--- src/design/crt_defines.vh ---
// Constants for the clock, reset and reload timer block
`ifndef CRT_DEFINES_VH
`define CRT_DEFINES_VH
// Clock rate and reset stretch
`define CRT_CLK_KHZ         20000
`define CRT_RST_HOLD_MS     10
// Oscillator ratings in hertz
`define CRT_HF_OSC_HZ       14320000
`define CRT_LF_OSC_HZ       32768
// Register offsets
`define CRT_ADDR_MASK       8'he7
`define CRT_ADDR_CLK_CTRL   8'he8
`define CRT_ADDR_WAIT       8'he9
`define CRT_ADDR_T1_RELOAD  8'hea
`define CRT_ADDR_T1_COUNT   8'heb
`define CRT_ADDR_T2_RELOAD  8'hec
`define CRT_ADDR_T2_COUNT   8'hed
`define CRT_ADDR_IRQ        8'hfe
// Clock control fields
`define CRT_CC_HF_EN        0
`define CRT_CC_LF_EN        1
`define CRT_CC_SEL          2
`define CRT_CC_DIV_LO       3
`define CRT_CC_DIV_HI       4
`define CRT_CC_RESET        5'h01
// Interrupt request bits
`define CRT_IRQ_T1          0
`define CRT_IRQ_T2          1
// Widths and reset values
`define CRT_TMR_W           8
`define CRT_WS_W            3
`define CRT_TMR_TOP         8'hff
`define CRT_BYTE_ZERO       8'h00
`define CRT_WS_RESET        3'h0
`define CRT_MEM_CNT_ONE     4'h1
`endif

--- src/design/crt_sync.v ---
// Two flip-flop synchroniser
`timescale 1ns/1ps
module crt_sync (
  // Clock and reset
  input  wire clk,
  input  wire srst,
  // Asynchronous level in, synchronised level out
  input  wire din,
  output reg  dout
);
  reg meta_reg;

  always @(posedge clk) begin
    if (srst) begin
      meta_reg <= 1'b1;
      dout     <= 1'b1;
    end else begin
      meta_reg <= din;
      dout     <= meta_reg;
    end
  end
endmodule

--- src/design/crt_timer.v ---
// Eight-bit auto-reload up-counter with overflow pulse
`timescale 1ns/1ps
`include "crt_defines.vh"
module crt_timer (
  // Clock and reset
  input  wire                   clk,
  input  wire                   srst,
  // Count tick and reload value
  input  wire                   tick,
  input  wire [`CRT_TMR_W-1:0]  reload,
  input  wire                   load_req,
  // Counter state and overflow
  output reg  [`CRT_TMR_W-1:0]  count,
  output reg                    ovf
);
  always @(posedge clk) begin
    if (srst) begin
      count <= `CRT_BYTE_ZERO;
      ovf   <= 1'b0;
    end else begin
      ovf <= tick && (count == `CRT_TMR_TOP);
      if (load_req) begin
        count <= reload;
      end else if (tick && (count == `CRT_TMR_TOP)) begin
        count <= reload;
      end else if (tick) begin
        count <= count + 8'h01;
      end
    end
  end
endmodule

--- src/design/crt_top.v ---
// Clock, reset and reload timer unit
`timescale 1ns/1ps
`include "crt_defines.vh"
module crt_top #(
  parameter RST_HOLD_CYCLES = `CRT_RST_HOLD_MS * `CRT_CLK_KHZ
) (
  // Clock and reset
  input  wire       clk,
  input  wire       srst,
  // Reset pin
  input  wire       reset_pin_n,
  output reg        core_rst_out,
  // Oscillator pins
  input  wire       hf_osc_in,
  input  wire       lf_osc_in,
  output wire       hf_osc_en,
  output wire       lf_osc_en,
  output reg        hf_clk_out,
  output reg        lf_clk_out,
  // Processor clock
  output reg        cpu_clk_out,
  output reg        cpu_tick,
  // Memory access stretch
  input  wire       mem_req,
  input  wire       mem_reg_ram,
  output wire       mem_busy,
  output reg        mem_done,
  // Register port
  input  wire [7:0] reg_addr,
  input  wire [7:0] reg_wdata,
  input  wire       reg_wr,
  input  wire       reg_rd,
  output reg  [7:0] reg_rdata,
  // Interrupt
  input  wire       global_irq_en,
  output reg        irq_out
);
  localparam integer HOLD_W = 32;
  // Divisor mask for two-bit field
  function [2:0] div_mask;
    input [1:0] sel;
    begin
      case (sel)
        2'h0:    div_mask = 3'h0;
        2'h1:    div_mask = 3'h1;
        2'h2:    div_mask = 3'h3;
        default: div_mask = 3'h7;
      endcase
    end
  endfunction

  // Synchronised pins
  wire       rst_pin_s;
  wire       hf_s;
  wire       lf_s;
  wire       dev_rst;

  // Reset stretch state
  reg  [HOLD_W-1:0] hold_reg;
  reg  [HOLD_W-1:0] hold_next;
  reg               wake_reg;

  // Registers
  reg  [4:0] clk_ctrl_reg;
  reg  [2:0] wait_reg;
  reg  [7:0] t1_reload_reg;
  reg  [7:0] t2_reload_reg;
  reg  [1:0] interrupt_mask_reg;
  reg  [1:0] irq_reg;
  reg  [1:0] irq_next;

  // Oscillator edges
  reg        hf_prev_reg;
  reg        lf_prev_reg;
  wire       hf_gated;
  wire       lf_gated;
  wire       hf_rise;
  wire       lf_rise;

  // Processor clock divider and access counter
  reg  [2:0] div_cnt_reg;
  wire       src_level;
  wire       src_rise;
  wire [2:0] mask;
  reg  [3:0] mem_cnt_reg;

  // Timer outputs
  wire [7:0] t1_count;
  wire [7:0] t2_count;
  wire       t1_ovf;
  wire       t2_ovf;

  // Bus decodes
  wire wr_cc;
  wire wr_t1c;
  wire wr_t2c;
  wire wr_irq;

  crt_sync u_sync_rst (
    .clk  (clk),
    .srst (srst),
    .din  (reset_pin_n),
    .dout (rst_pin_s)
  );

  crt_sync u_sync_hf (
    .clk  (clk),
    .srst (srst),
    .din  (hf_osc_in),
    .dout (hf_s)
  );

  crt_sync u_sync_lf (
    .clk  (clk),
    .srst (srst),
    .din  (lf_osc_in),
    .dout (lf_s)
  );

  // Reset while pin low or bus reset
  assign dev_rst = srst | ~rst_pin_s;

  always @* begin
    hold_next = hold_reg;
    if (!wake_reg) begin
      hold_next = hold_reg + 32'h1;
    end
  end

  always @(posedge clk) begin
    if (dev_rst) begin
      hold_reg     <= 32'h0;
      wake_reg     <= 1'b0;
      core_rst_out <= 1'b1;
    end else begin
      hold_reg <= hold_next;
      if (hold_next >= RST_HOLD_CYCLES) begin
        wake_reg     <= 1'b1;
        core_rst_out <= 1'b0;
      end
    end
  end

  // Bus write decodes
  assign wr_cc  = reg_wr && (reg_addr == `CRT_ADDR_CLK_CTRL);
  assign wr_t1c = reg_wr && (reg_addr == `CRT_ADDR_T1_COUNT);
  assign wr_t2c = reg_wr && (reg_addr == `CRT_ADDR_T2_COUNT);
  assign wr_irq = reg_wr && (reg_addr == `CRT_ADDR_IRQ);

  assign hf_osc_en = clk_ctrl_reg[`CRT_CC_HF_EN];
  assign lf_osc_en = clk_ctrl_reg[`CRT_CC_LF_EN];

  assign hf_gated = hf_osc_en ? hf_s : 1'b1;
  assign lf_gated = lf_osc_en ? lf_s : 1'b1;
  assign hf_rise  = hf_gated & ~hf_prev_reg;
  assign lf_rise  = lf_gated & ~lf_prev_reg;

  // source select, fast gated by wake
  assign src_level = clk_ctrl_reg[`CRT_CC_SEL] ? lf_gated : (hf_gated & wake_reg);
  assign src_rise  = clk_ctrl_reg[`CRT_CC_SEL] ? lf_rise : (hf_rise & wake_reg);

  assign mask = div_mask(clk_ctrl_reg[`CRT_CC_DIV_HI:`CRT_CC_DIV_LO]);

  // Register writes
  always @(posedge clk) begin
    if (dev_rst) begin
      clk_ctrl_reg       <= `CRT_CC_RESET;
      wait_reg           <= `CRT_WS_RESET;
      t1_reload_reg      <= `CRT_BYTE_ZERO;
      t2_reload_reg      <= `CRT_BYTE_ZERO;
      interrupt_mask_reg <= 2'h0;
    end else if (reg_wr) begin
      case (reg_addr)
        `CRT_ADDR_CLK_CTRL: begin
          clk_ctrl_reg <= reg_wdata[4:0];
        end
        `CRT_ADDR_WAIT: begin
          wait_reg <= reg_wdata[2:0];
        end
        `CRT_ADDR_T1_RELOAD: begin
          t1_reload_reg <= reg_wdata;
        end
        `CRT_ADDR_T2_RELOAD: begin
          t2_reload_reg <= reg_wdata;
        end
        `CRT_ADDR_MASK: begin
          interrupt_mask_reg <= reg_wdata[1:0];
        end
        default: begin
          clk_ctrl_reg <= clk_ctrl_reg;
        end
      endcase
    end
  end

  // Edge history and processor clock
  always @(posedge clk) begin
    if (dev_rst) begin
      hf_prev_reg <= 1'b1;
      lf_prev_reg <= 1'b1;
      div_cnt_reg <= 3'h0;
      cpu_clk_out <= 1'b1;
      cpu_tick    <= 1'b0;
      hf_clk_out  <= 1'b1;
      lf_clk_out  <= 1'b1;
    end else begin
      hf_prev_reg <= hf_gated;
      lf_prev_reg <= lf_gated;
      hf_clk_out  <= hf_gated;
      lf_clk_out  <= lf_gated;
      if (src_rise) begin
        div_cnt_reg <= (div_cnt_reg + 3'h1) & mask;
      end
      cpu_tick <= src_rise && ((div_cnt_reg & mask) == mask);
      if (mask == 3'h0) begin
        cpu_clk_out <= src_level;
      end else if (src_rise && ((div_cnt_reg & mask) == mask)) begin
        cpu_clk_out <= 1'b1;
      end else if (src_rise && ((div_cnt_reg & mask) == (mask >> 1))) begin
        cpu_clk_out <= 1'b0;
      end
    end
  end

  assign mem_busy = (mem_cnt_reg != 4'h0);

  always @(posedge clk) begin
    if (dev_rst) begin
      mem_cnt_reg <= 4'h0;
      mem_done    <= 1'b0;
    end else begin
      mem_done <= 1'b0;
      if (!mem_busy && mem_req) begin
        if (mem_reg_ram) begin
          mem_cnt_reg <= `CRT_MEM_CNT_ONE;
        end else begin
          mem_cnt_reg <= `CRT_MEM_CNT_ONE + {1'b0, wait_reg};
        end
      end else if (mem_busy && cpu_tick) begin
        mem_cnt_reg <= mem_cnt_reg - 4'h1;
        if (mem_cnt_reg == `CRT_MEM_CNT_ONE) begin
          mem_done <= 1'b1;
        end
      end
    end
  end

  crt_timer u_t1 (
    .clk      (clk),
    .srst     (dev_rst),
    .tick     (hf_rise),
    .reload   (t1_reload_reg),
    .load_req (wr_t1c),
    .count    (t1_count),
    .ovf      (t1_ovf)
  );

  crt_timer u_t2 (
    .clk      (clk),
    .srst     (dev_rst),
    .tick     (lf_rise),
    .reload   (t2_reload_reg),
    .load_req (wr_t2c),
    .count    (t2_count),
    .ovf      (t2_ovf)
  );

  always @* begin
    irq_next = irq_reg;
    if (wr_irq) begin
      irq_next = irq_reg & reg_wdata[1:0];
    end
    irq_next[`CRT_IRQ_T1] = irq_next[`CRT_IRQ_T1] | t1_ovf;
    irq_next[`CRT_IRQ_T2] = irq_next[`CRT_IRQ_T2] | t2_ovf;
  end

  always @(posedge clk) begin
    if (dev_rst) begin
      irq_reg <= 2'h0;
      irq_out <= 1'b0;
    end else begin
      irq_reg <= irq_next;
      irq_out <= global_irq_en && ((irq_reg & interrupt_mask_reg) != 2'h0);
    end
  end

  // Read data, one cycle after strobe
  always @(posedge clk) begin
    if (dev_rst) begin
      reg_rdata <= `CRT_BYTE_ZERO;
    end else if (reg_rd) begin
      case (reg_addr)
        `CRT_ADDR_CLK_CTRL: begin
          reg_rdata <= {3'h0, clk_ctrl_reg};
        end
        `CRT_ADDR_WAIT: begin
          reg_rdata <= {5'h00, wait_reg};
        end
        `CRT_ADDR_T1_RELOAD: begin
          reg_rdata <= t1_reload_reg;
        end
        `CRT_ADDR_T1_COUNT: begin
          reg_rdata <= t1_count;
        end
        `CRT_ADDR_T2_RELOAD: begin
          reg_rdata <= t2_reload_reg;
        end
        `CRT_ADDR_T2_COUNT: begin
          reg_rdata <= t2_count;
        end
        `CRT_ADDR_MASK: begin
          reg_rdata <= {6'h00, interrupt_mask_reg};
        end
        `CRT_ADDR_IRQ: begin
          reg_rdata <= {6'h00, irq_reg};
        end
        default: begin
          reg_rdata <= `CRT_BYTE_ZERO;
        end
      endcase
    end else begin
      reg_rdata <= `CRT_BYTE_ZERO;
    end
  end
endmodule

--- config.mk ---
export PLATFORM = sky130hd
export DESIGN_NAME = crt_top
export DESIGN_NICKNAME = d
export VERILOG_FILES = /design/src/design/crt_sync.v /design/src/design/crt_timer.v /design/src/design/crt_top.v
export VERILOG_INCLUDE_DIRS = /design/src /design/src/design
export SDC_FILE = /design/constraint.sdc
export NUM_CORES = 1
export LEC_CHECK = 0
export ABC_AREA = 1
export BUFFER_PORTS_ARGS = -buffer_cell sky130_fd_sc_hd__buf_2
export CAP_MARGIN = 5
export CORE_MARGIN = 3
export CORE_UTILIZATION = 46
export DETAILED_ROUTE_END_ITERATION = 10
export GPL_TIMING_DRIVEN = 0
export MAX_ROUTING_LAYER = met4
export PLACE_DENSITY = 0.63
export REMOVE_ABC_BUFFERS = 1
export SKIP_LAST_GASP = 1
export SLEW_MARGIN = 30
export SYNTH_ARGS = -nofsm -noshare
export SYNTH_HDL_FRONTEND = slang
export SYNTH_HIERARCHICAL = 1
export SYNTH_SLANG_ARGS = --single-unit
--- constraint.sdc ---
create_clock -name clk -period 1.89 [get_ports clk]
set_clock_uncertainty 0.2 [all_clocks]
set_input_delay 0.189 -clock clk [delete_from_list [all_inputs] [get_ports clk]]
set_output_delay 0.189 -clock clk [all_outputs]
set_load 0.02 [all_outputs]
Word level (Yosys, flattened, before mapping) --
Cells that the tools add are included.
Word-level totals: register bits after elaboration 107, input port bits 26, output and inout port bits 18, logic and storage cells 113
Operators by class: add/subtract/negate cells 6, magnitude comparators 1, equal/unequal tests 15, mux-type cells 21, bitwise logic cells 16, reduce and logical (&&, ||, !) cells 26
Operators with widths (number):
- equality test 8 bit (second input constant) | 10
- one-hot mux 8 bit (8 select lines) | 1
- 2-to-1 mux 8 bit | 6
- adder 32 x 1 -> 32 bit (second input constant) | 1
- >= comparator 32 x 18 -> 1 bit (second input constant) | 1
- 2-to-1 mux 32 bit | 1
- adder 8 x 1 -> 8 bit (second input constant) | 2
- 2-to-1 mux 4 bit | 3
- logical AND 1 bit | 10
- AND reduction 2 bit | 5
- one-hot mux 3 bit (3 select lines) | 1
- nonzero test 3 bit | 3
- 2-to-1 mux 1 bit | 8
- bitwise AND 3 bit | 2
- NOT 1 bit | 5
- adder 1 x 3 -> 4 bit (first input constant) | 1
- bitwise AND 1 bit | 4
- bitwise AND 2 bit | 2
- equality test 4 x 1 -> 1 bit (second input constant) | 1
- nonzero test 2 bit | 2
- nonzero test 4 bit | 1
- subtractor 4 x 1 -> 4 bit (second input constant) | 1
- adder 3 x 1 -> 3 bit (second input constant) | 1
- equality test 3 x 2 -> 1 bit | 1
- other kinds (10) | 12

Logic depth before layout (Yosys ltp) --
Gate-level depths: netlist (run 1).
depth after elaboration 8, mapped depth 16, gate-level depth less buffers 16

By module --
The synthesis (run 1) kept the hierarchy.
Modules (own cells, without submodules):
- crt_top | times used 1, cells an instance 648, area an instance 4310.4 µm², seq. area each 1661.6 µm²
- crt_timer | times used 2, cells an instance 90, area an instance 619.3 µm², seq. area each 180.2 µm²
- crt_sync | times used 3, cells an instance 7, area an instance 58.8 µm², seq. area each 40.0 µm²

Least setup slack after synthesis (run 1) --
No wires, ideal clock.
kind reg-to-reg, start register hold_reg[1], end register wake_reg, library setup time 128 ps, arrival time 1608 ps, data required time 1562 ps, path slack -46 ps, cell stages (with the launch flop) 15, buffers on the path 0, clock period less this slack 1936 ps, cells stage by stage dfxtp_1 ha_1 nand3_1 nor2_2 nand3_1 nor2_2 nand2_1 nand2_1 nand2_1 inv_2 nand3_1 nor2_1 nand3_1 nor2_1 nor2_1
On the way: cells in the longest elaborated chain, start to end 3
Ends and longest elaborated chain:
- start, declared | RTL line crt_top.v:59 | reg [HOLD_W-1:0] hold_reg;
- start signal, assigned | RTL line crt_top.v:136 | hold_reg <= hold_next;
- adder 32 x 1 -> 32 bit | RTL line crt_top.v:126 | hold_next = hold_reg + 32'h1;
- 2-to-1 mux 32 bit (*) | RTL line crt_top.v:125 | if (!wake_reg) begin
- >= comparator 32 x 18 -> 1 bit (*) | RTL line crt_top.v:137 | if (hold_next >= RST_HOLD_CYCLES) begin
- end signal, assigned | RTL line crt_top.v:133 | wake_reg <= 1'b0;
- end signal, assigned | RTL line crt_top.v:138 | wake_reg <= 1'b1;
- end, declared | RTL line crt_top.v:61 | reg wake_reg;
Every way passes the cells marked *; elsewhere a longest branch is shown, timed or not. A chain may end at the register's enable or synchronous reset.

Final worst setup path (run 1) --
Same ends and word-level chain as after synthesis.

==> flow_metrics.py, run 1 <==
metrics = {
    "floorplan": {
        "start_util_pct": 47.3,
        "core_um2": 12100,
        "pin_count": 44,
        "num_rows": 40,
        "die_area_um2": 13800,
        "die_y_um": 118,
        "die_width_um": 118,
    },
    "timing": {
        "setup_slack_ns": -0.186,
        "layout_worst_path_cycle_share_pct": 110,
        "slew_headroom_pct": 57.7,
        "rsz0062_at_grt": "true",
        "report.final.slew_viol_count": 0,
        "setup_viol": 2,
        "maxClockFrequency_mhz": 482,
        "hold_viol": 0,
        "max_slew.worst_pin.slew_ns": 0.633,
        "min_period_ns": 2.08,
    },
    "critical_path": {
        "critPathBufInv": 2,
        "cp_slowest_stage_delay_ns": 0.38,
        "required_ns": 1.92,
        "arrival_ns": 2.11,
        "crit_start": "hold_reg[1]",
        "worstReg2RegStart": "hold_reg[1]",
        "cp_top_family": "simple AND/OR/NAND/NOR gates",
        "path_class": "flop to flop",
        "critPathMaxFanout": 5,
        "start_kind": "flop",
        "cpMaxStageDelayCell": "dfxtp_4",
        "cp_common_cell": "nor2_1",
        "cp_cell_sequence": "ha_4, inv_2, nor2_4, nand3_4, inv_4, nand3_2, nand2_2, nand2_1, nor2_1, nand3_1, nor2_2, nand3_2, nor2_1, nor2_1",
        "end_kind": "flop",
    },
    "placement": {
        "placed_cell_area_um2": 6050,
        "place.port_buffers": 43,
        "post-place-ws_ns": -0.631,
        "dp_hpwl_um": 10900,
        "gp_congestion": 0.922,
    },
    "detailed_routing": {
        "vias": 5760,
        "antenna_left": 0,
        "remaining_drc_errors": 0,
        "detail_route.wl_per_cell_um": 14.4,
        "viasPerCell": 5.21,
        "firstDrtPassIters": 5,
        "drt_iter0_markers": 404,
        "drt-total-wl_um": 15900,
    },
    "clocking": {
        "clock-sinks": 107,
        "cts_tree": "done",
        "clk_pin_slew_ns": 0.07,
        "clockRootBuffer": "clkbuf_16",
        "htree_levels": 3,
        "insertion_delay_ns": 0.35,
        "cts_made_buffers": 9,
        "cts_buffer_depth": 2,
    },
    "run": {
        "cap_viol_max_count": 0,
    },
    "synth": {
        "ys_types": 46,
        "synthTopCellsByArea": "dfxtp_1, nand2_1, inv_1, nor2_1, a21oi_1",
        "synth.ff_latch_count": 107,
        "netlist_instances": 849,
        "yosysTopAreaCell": "dfxtp_1",
        "synthDominantCellAreaShare_pct": 37.4,
        "synth.cell_area_um2": 5730,
        "yosysSeqAreaShare_pct": 37.4,
        "ys.warnings.count": 6,
        "avgSynthCellArea_um2": 6.74,
    },
    "layout": {
        "num_antenna_cells": 0,
        "largest_reg_flops": 32,
        "mostFrequentLayoutCells": "nand2_1, inv_1, dfxtp_1",
        "layout_commonest_cell": "nand2_1",
        "fillers": 1164,
        "stdcell_area_um2": 7130,
        "drive_gt1_share_pct": 24.4,
        "nets": 967,
        "area_growth_syn_to_layout_pct": 24.6,
    },
    "power_and_ir_drop": {
        "ir_drop_mv": 0.575,
        "p_leak_nw": 2.79,
        "power_density_nw_per_um2": 649,
    },
    "outcome": {
        "violations": "negative setup slack",
        "status": "finished with violations",
    },
    "grt": {
        "grt_pass1_vias": 5379,
        "grt_overflow": 0,
        "grt_max_degree": 39,
        "antenna_found_initial": 0,
        "grt_pass1_wl_um": 25800,
        "grt_usage_pct": 23.4,
    },
    "worst_hold_path": {
        "hp-start": "reg_rd",
        "hold_class": "input port to flop",
    },
}
-- final cells by class --
type / instances / area, um2 / share of cell area, %
Inverter: 134 / 523 / 7.33
Clock buffer: 12 / 246 / 3.45
Timing Repair Buffer: 89 / 614 / 8.61
Clock inverter: 4 / 48.8 / 0.684
Sequential cell: 107 / 2190 / 30.7
Multi-Input combinational cell: 592 / 3300 / 46.3
Tap cell: 168 / 210 / 2.95
-- tightest hold or removal path: stages --
cell and delay, ns:
buf_2 0.10, nand2_1 0.15, nor2_1 0.08
-- where the power goes --
group | total (mW) | switching (mW) | internal [mW]
logic | 0.404 | 0.256 | 0.149
clock network | 1.91 | 0.839 | 1.07
registers | 2.32 | 0.0388 | 2.28
-- stage by stage --
stage          std cells  utilization (%)  power, mW  hold slack, ns  setup TNS (ns)
2_1_floorplan        832                -       2.60          0.0808          -18.07
3_3_place_gp        1043             49.9       2.71           0.169          -97.43
3_5_place_dp        1043             50.0       2.72           0.174          -13.03
4_1_cts             1100             57.0       4.66         0.00354          -0.525
5_1_grt             1106             58.9       4.82          0.0298          -0.685
6_report            1106             58.9       4.63          0.0190          -0.344
-- synth_stat cells, drive strengths merged --
| cell type | n |
|---|---|
| nand2 | 206 |
| inv | 132 |
| nor2 | 115 |
| dfxtp | 107 |
| a21oi | 68 |
| o21ai | 61 |
| nand3 | 56 |
| nor3 | 13 |
| nand4 | 12 |
| clkbuf | 11 |
| ha | 8 |
| o211ai | 8 |
| xor2 | 7 |
| buf | 6 |
| xnor2 | 6 |
| a221oi | 5 |
| nand3b | 5 |
| o22ai | 4 |
| a31oi | 2 |
| and3 | 2 |
| clkinv | 2 |
| nor4 | 2 |
| or2 | 2 |
| a2111oi | 1 |
| a211oi | 1 |
| a21boi | 1 |
| a311oi | 1 |
| and2 | 1 |
| o21bai | 1 |
| o221ai | 1 |
| o2bb2ai | 1 |
| or3 | 1 |
-- routing by layer --
layer | wire length, um | track usage (%) | vias to the layer above
li1 | - | - | 2902
met1 | 7500 | 31.0 | 2705
met2 | 7480 | 36.7 | 133
met3 | 726 | 4.52 | 20
met4 | 237 | 6.67 | 0
met5 | 0 | - | -
-- worst paths after layout --
| check | depth (start not counted) | slack (ns) | endpoint |
|---|---|---|---|
| max | 14 | -0.19 | wake_reg |
| min | 3 | 0.02 | reg_rdata[0] |
| max reg2reg | 14 | -0.19 | wake_reg |
| min reg2reg | 2 | 0.21 | u_sync_rst/dout |
-- repair_timing --
item,CTS,global route
resized for setup,70,52
setup endpoints to repair,60,35
buffers inserted,26,9
gates cloned,1,0
hold buffers,14,0
endpoints found under the hold margin,16,0
pin swaps,33,18
-- logic make-up (layout without fill, tap and decap cells) --
family | Yosys count | in the layout | share of synthesized area (%)
adder cells (fa/ha/maj) | 8 | 8 | 1.75
buffers and inverters | 151 | 239 | 10.6
AO/OA/AOI/OAI | 155 | 155 | 15.4
XOR/XNOR | 13 | 13 | 1.99
flip-flops | 107 | 107 | 37.4
AND/OR/NAND/NOR | 415 | 416 | 32.8
Note: power is estimated with default switching activity, not from simulation.
==> inputs of run 2 (changes only) <==
Settings changed: SETUP_SLACK_MARGIN from default to 0.05.
==> flow_metrics.py, run 2 (synthesis gave the netlist of run 1 again) <==
metrics = {
    "clocking": {
        "htree_levels": 3,
        "insertion_delay_ns": 0.35,
        "clock-sinks": 107,
        "cts_made_buffers": 9,
        "cts_tree": "done",
        "clk_pin_slew_ns": 0.07,
        "clockRootBuffer": "clkbuf_16",
        "cts_buffer_depth": 2,
    },
    "timing": {
        "setup_tns_ns": -0.500,
        "rsz0062_at_grt": "true",
        "report.final.slew_viol_count": 0,
        "min_period_ns": 2.07,
        "slew_headroom_pct": 73.7,
        "hold_viol": 0,
        "setup_slack_ns": -0.176,
        "setup_viol": 3,
        "maxClockFrequency_mhz": 484,
        "max_slew.worst_pin.slew_ns": 0.395,
        "layout_worst_path_cycle_share_pct": 109,
    },
    "run": {
        "cap_viol_max_count": 0,
    },
    "floorplan": {
        "start_util_pct": 47.3,
        "num_rows": 40,
        "die_area_um2": 13800,
        "pin_count": 44,
        "die_y_um": 118,
        "die_width_um": 118,
        "core_um2": 12100,
    },
    "grt": {
        "grt_overflow": 0,
        "grt_max_degree": 39,
        "grt_pass1_vias": 5379,
        "grt_pass1_wl_um": 25800,
        "grt_usage_pct": 23.4,
        "antenna_found_initial": 0,
    },
    "critical_path": {
        "cp_cell_sequence": "nand2_1, nor2_4, nand2_1, nor2_4, nand2_1, nand2_1, nand2_1, a21boi_2, nand2_1, nor2_2, nand3_2, nor2_1, nor2_1",
        "arrival_ns": 2.10,
        "cpMaxStageDelayCell": "dfxtp_2",
        "end_kind": "flop",
        "start_kind": "flop",
        "required_ns": 1.93,
        "cp_top_family": "simple AND/OR/NAND/NOR gates",
        "cp_common_cell": "nand2_1",
        "critPathBufInv": 0,
        "cp_slowest_stage_delay_ns": 0.36,
        "critPathMaxFanout": 4,
        "path_class": "flop to flop",
    },
    "layout": {
        "fillers": 1154,
        "largest_reg_flops": 32,
        "layout_commonest_cell": "nand2_1",
        "drive_gt1_share_pct": 25.0,
        "final_cells": 1108,
        "num_antenna_cells": 0,
        "nets": 969,
        "stdcell_area_um2": 7200,
        "area_growth_syn_to_layout_pct": 25.7,
        "mostFrequentLayoutCells": "nand2_1, inv_1, dfxtp_1",
    },
    "placement": {
        "place.port_buffers": 43,
        "gp_congestion": 0.922,
        "dp_hpwl_um": 10900,
        "placed_cell_area_um2": 6050,
        "place_inst": 1043,
    },
    "worst_hold_path": {
        "hold_class": "input port to flop",
    },
    "detailed_routing": {
        "remaining_drc_errors": 0,
        "drt_iter0_markers": 436,
        "drt-total-wl_um": 16100,
        "antenna_left": 0,
        "viasPerCell": 5.24,
        "detail_route.wl_per_cell_um": 14.5,
        "firstDrtPassIters": 5,
        "vias": 5808,
    },
    "outcome": {
        "violations": "negative setup slack",
        "status": "finished with violations",
    },
    "power_and_ir_drop": {
        "p_leak_nw": 2.81,
        "ir_drop_mv": 0.575,
        "p_total_mw": 4.64,
        "power_density_nw_per_um2": 644,
    },
}
run 2: routing by layer:
metal  track usage [%]  wire length (um)  part of all wire, %  vias to the layer above
met3              4.52               826                  5.1                       20
met1              31.0              7490                   47                     2726
li1                  -                 -                    -                     2910
met2              36.7              7550                   47                      152
met4              6.67               212                  1.3                        0
met5                 -                 0                    0                        -
run 2: area by class of cell:
type,instances,area (um2),share of cell area (%)
clock inverters,4,48.8,0.678
inverters,134,537,7.46
clock buffers,12,246,3.43
well taps,168,210,2.92
flip-flops and latches,107,2190,30.4
repair buffers,91,622,8.64
multi-input cells,592,3340,46.4
run 2: what timing repair did:
item                                    4_1_cts  5_1_grt
cloned                                        1        0
gates resized for setup                      74       56
hold buffers                                 14        0
pin swaps                                    33       19
endpoints found under the setup margin       72       40
setup buffers                                26        8
endpoints found under the hold margin        16        0
run 2: worst min-delay path: cells and delay by family:
family / cells / cell delay, ns
buf+inv: 1 / 0.11
simple gates: 2 / 0.23
run 2: per-stage QoR:
step	util (%)	setup WS (ns)	hold slack, ns
floorplan	-	-0.650	0.0808
global placement	49.9	-2.21	0.169
detailed placement	50.0	-0.631	0.174
CTS	57.1	-0.209	0.00792
global route	59.4	-0.306	0.0304
finish	59.4	-0.176	0.0246
run 2: path summary, 6_finish.rpt:
kind,startpoint,cells after the start,slack (ns),endpoint
min reg2reg,u_sync_rst/meta_reg,2,0.21,u_sync_rst/dout
max,hold_reg[18],13,-0.18,wake_reg
min,reg_rd,3,0.02,reg_rdata[0]
max reg2reg,hold_reg[18],13,-0.18,wake_reg
run 2: report_power, final:
group,switching (mW),internal [mW],total (mW),leakage [nW]
Combinational,0.260,0.150,0.410,1.79
Clock,0.838,1.07,1.90,0.147
Sequential,0.0386,2.28,2.32,0.878
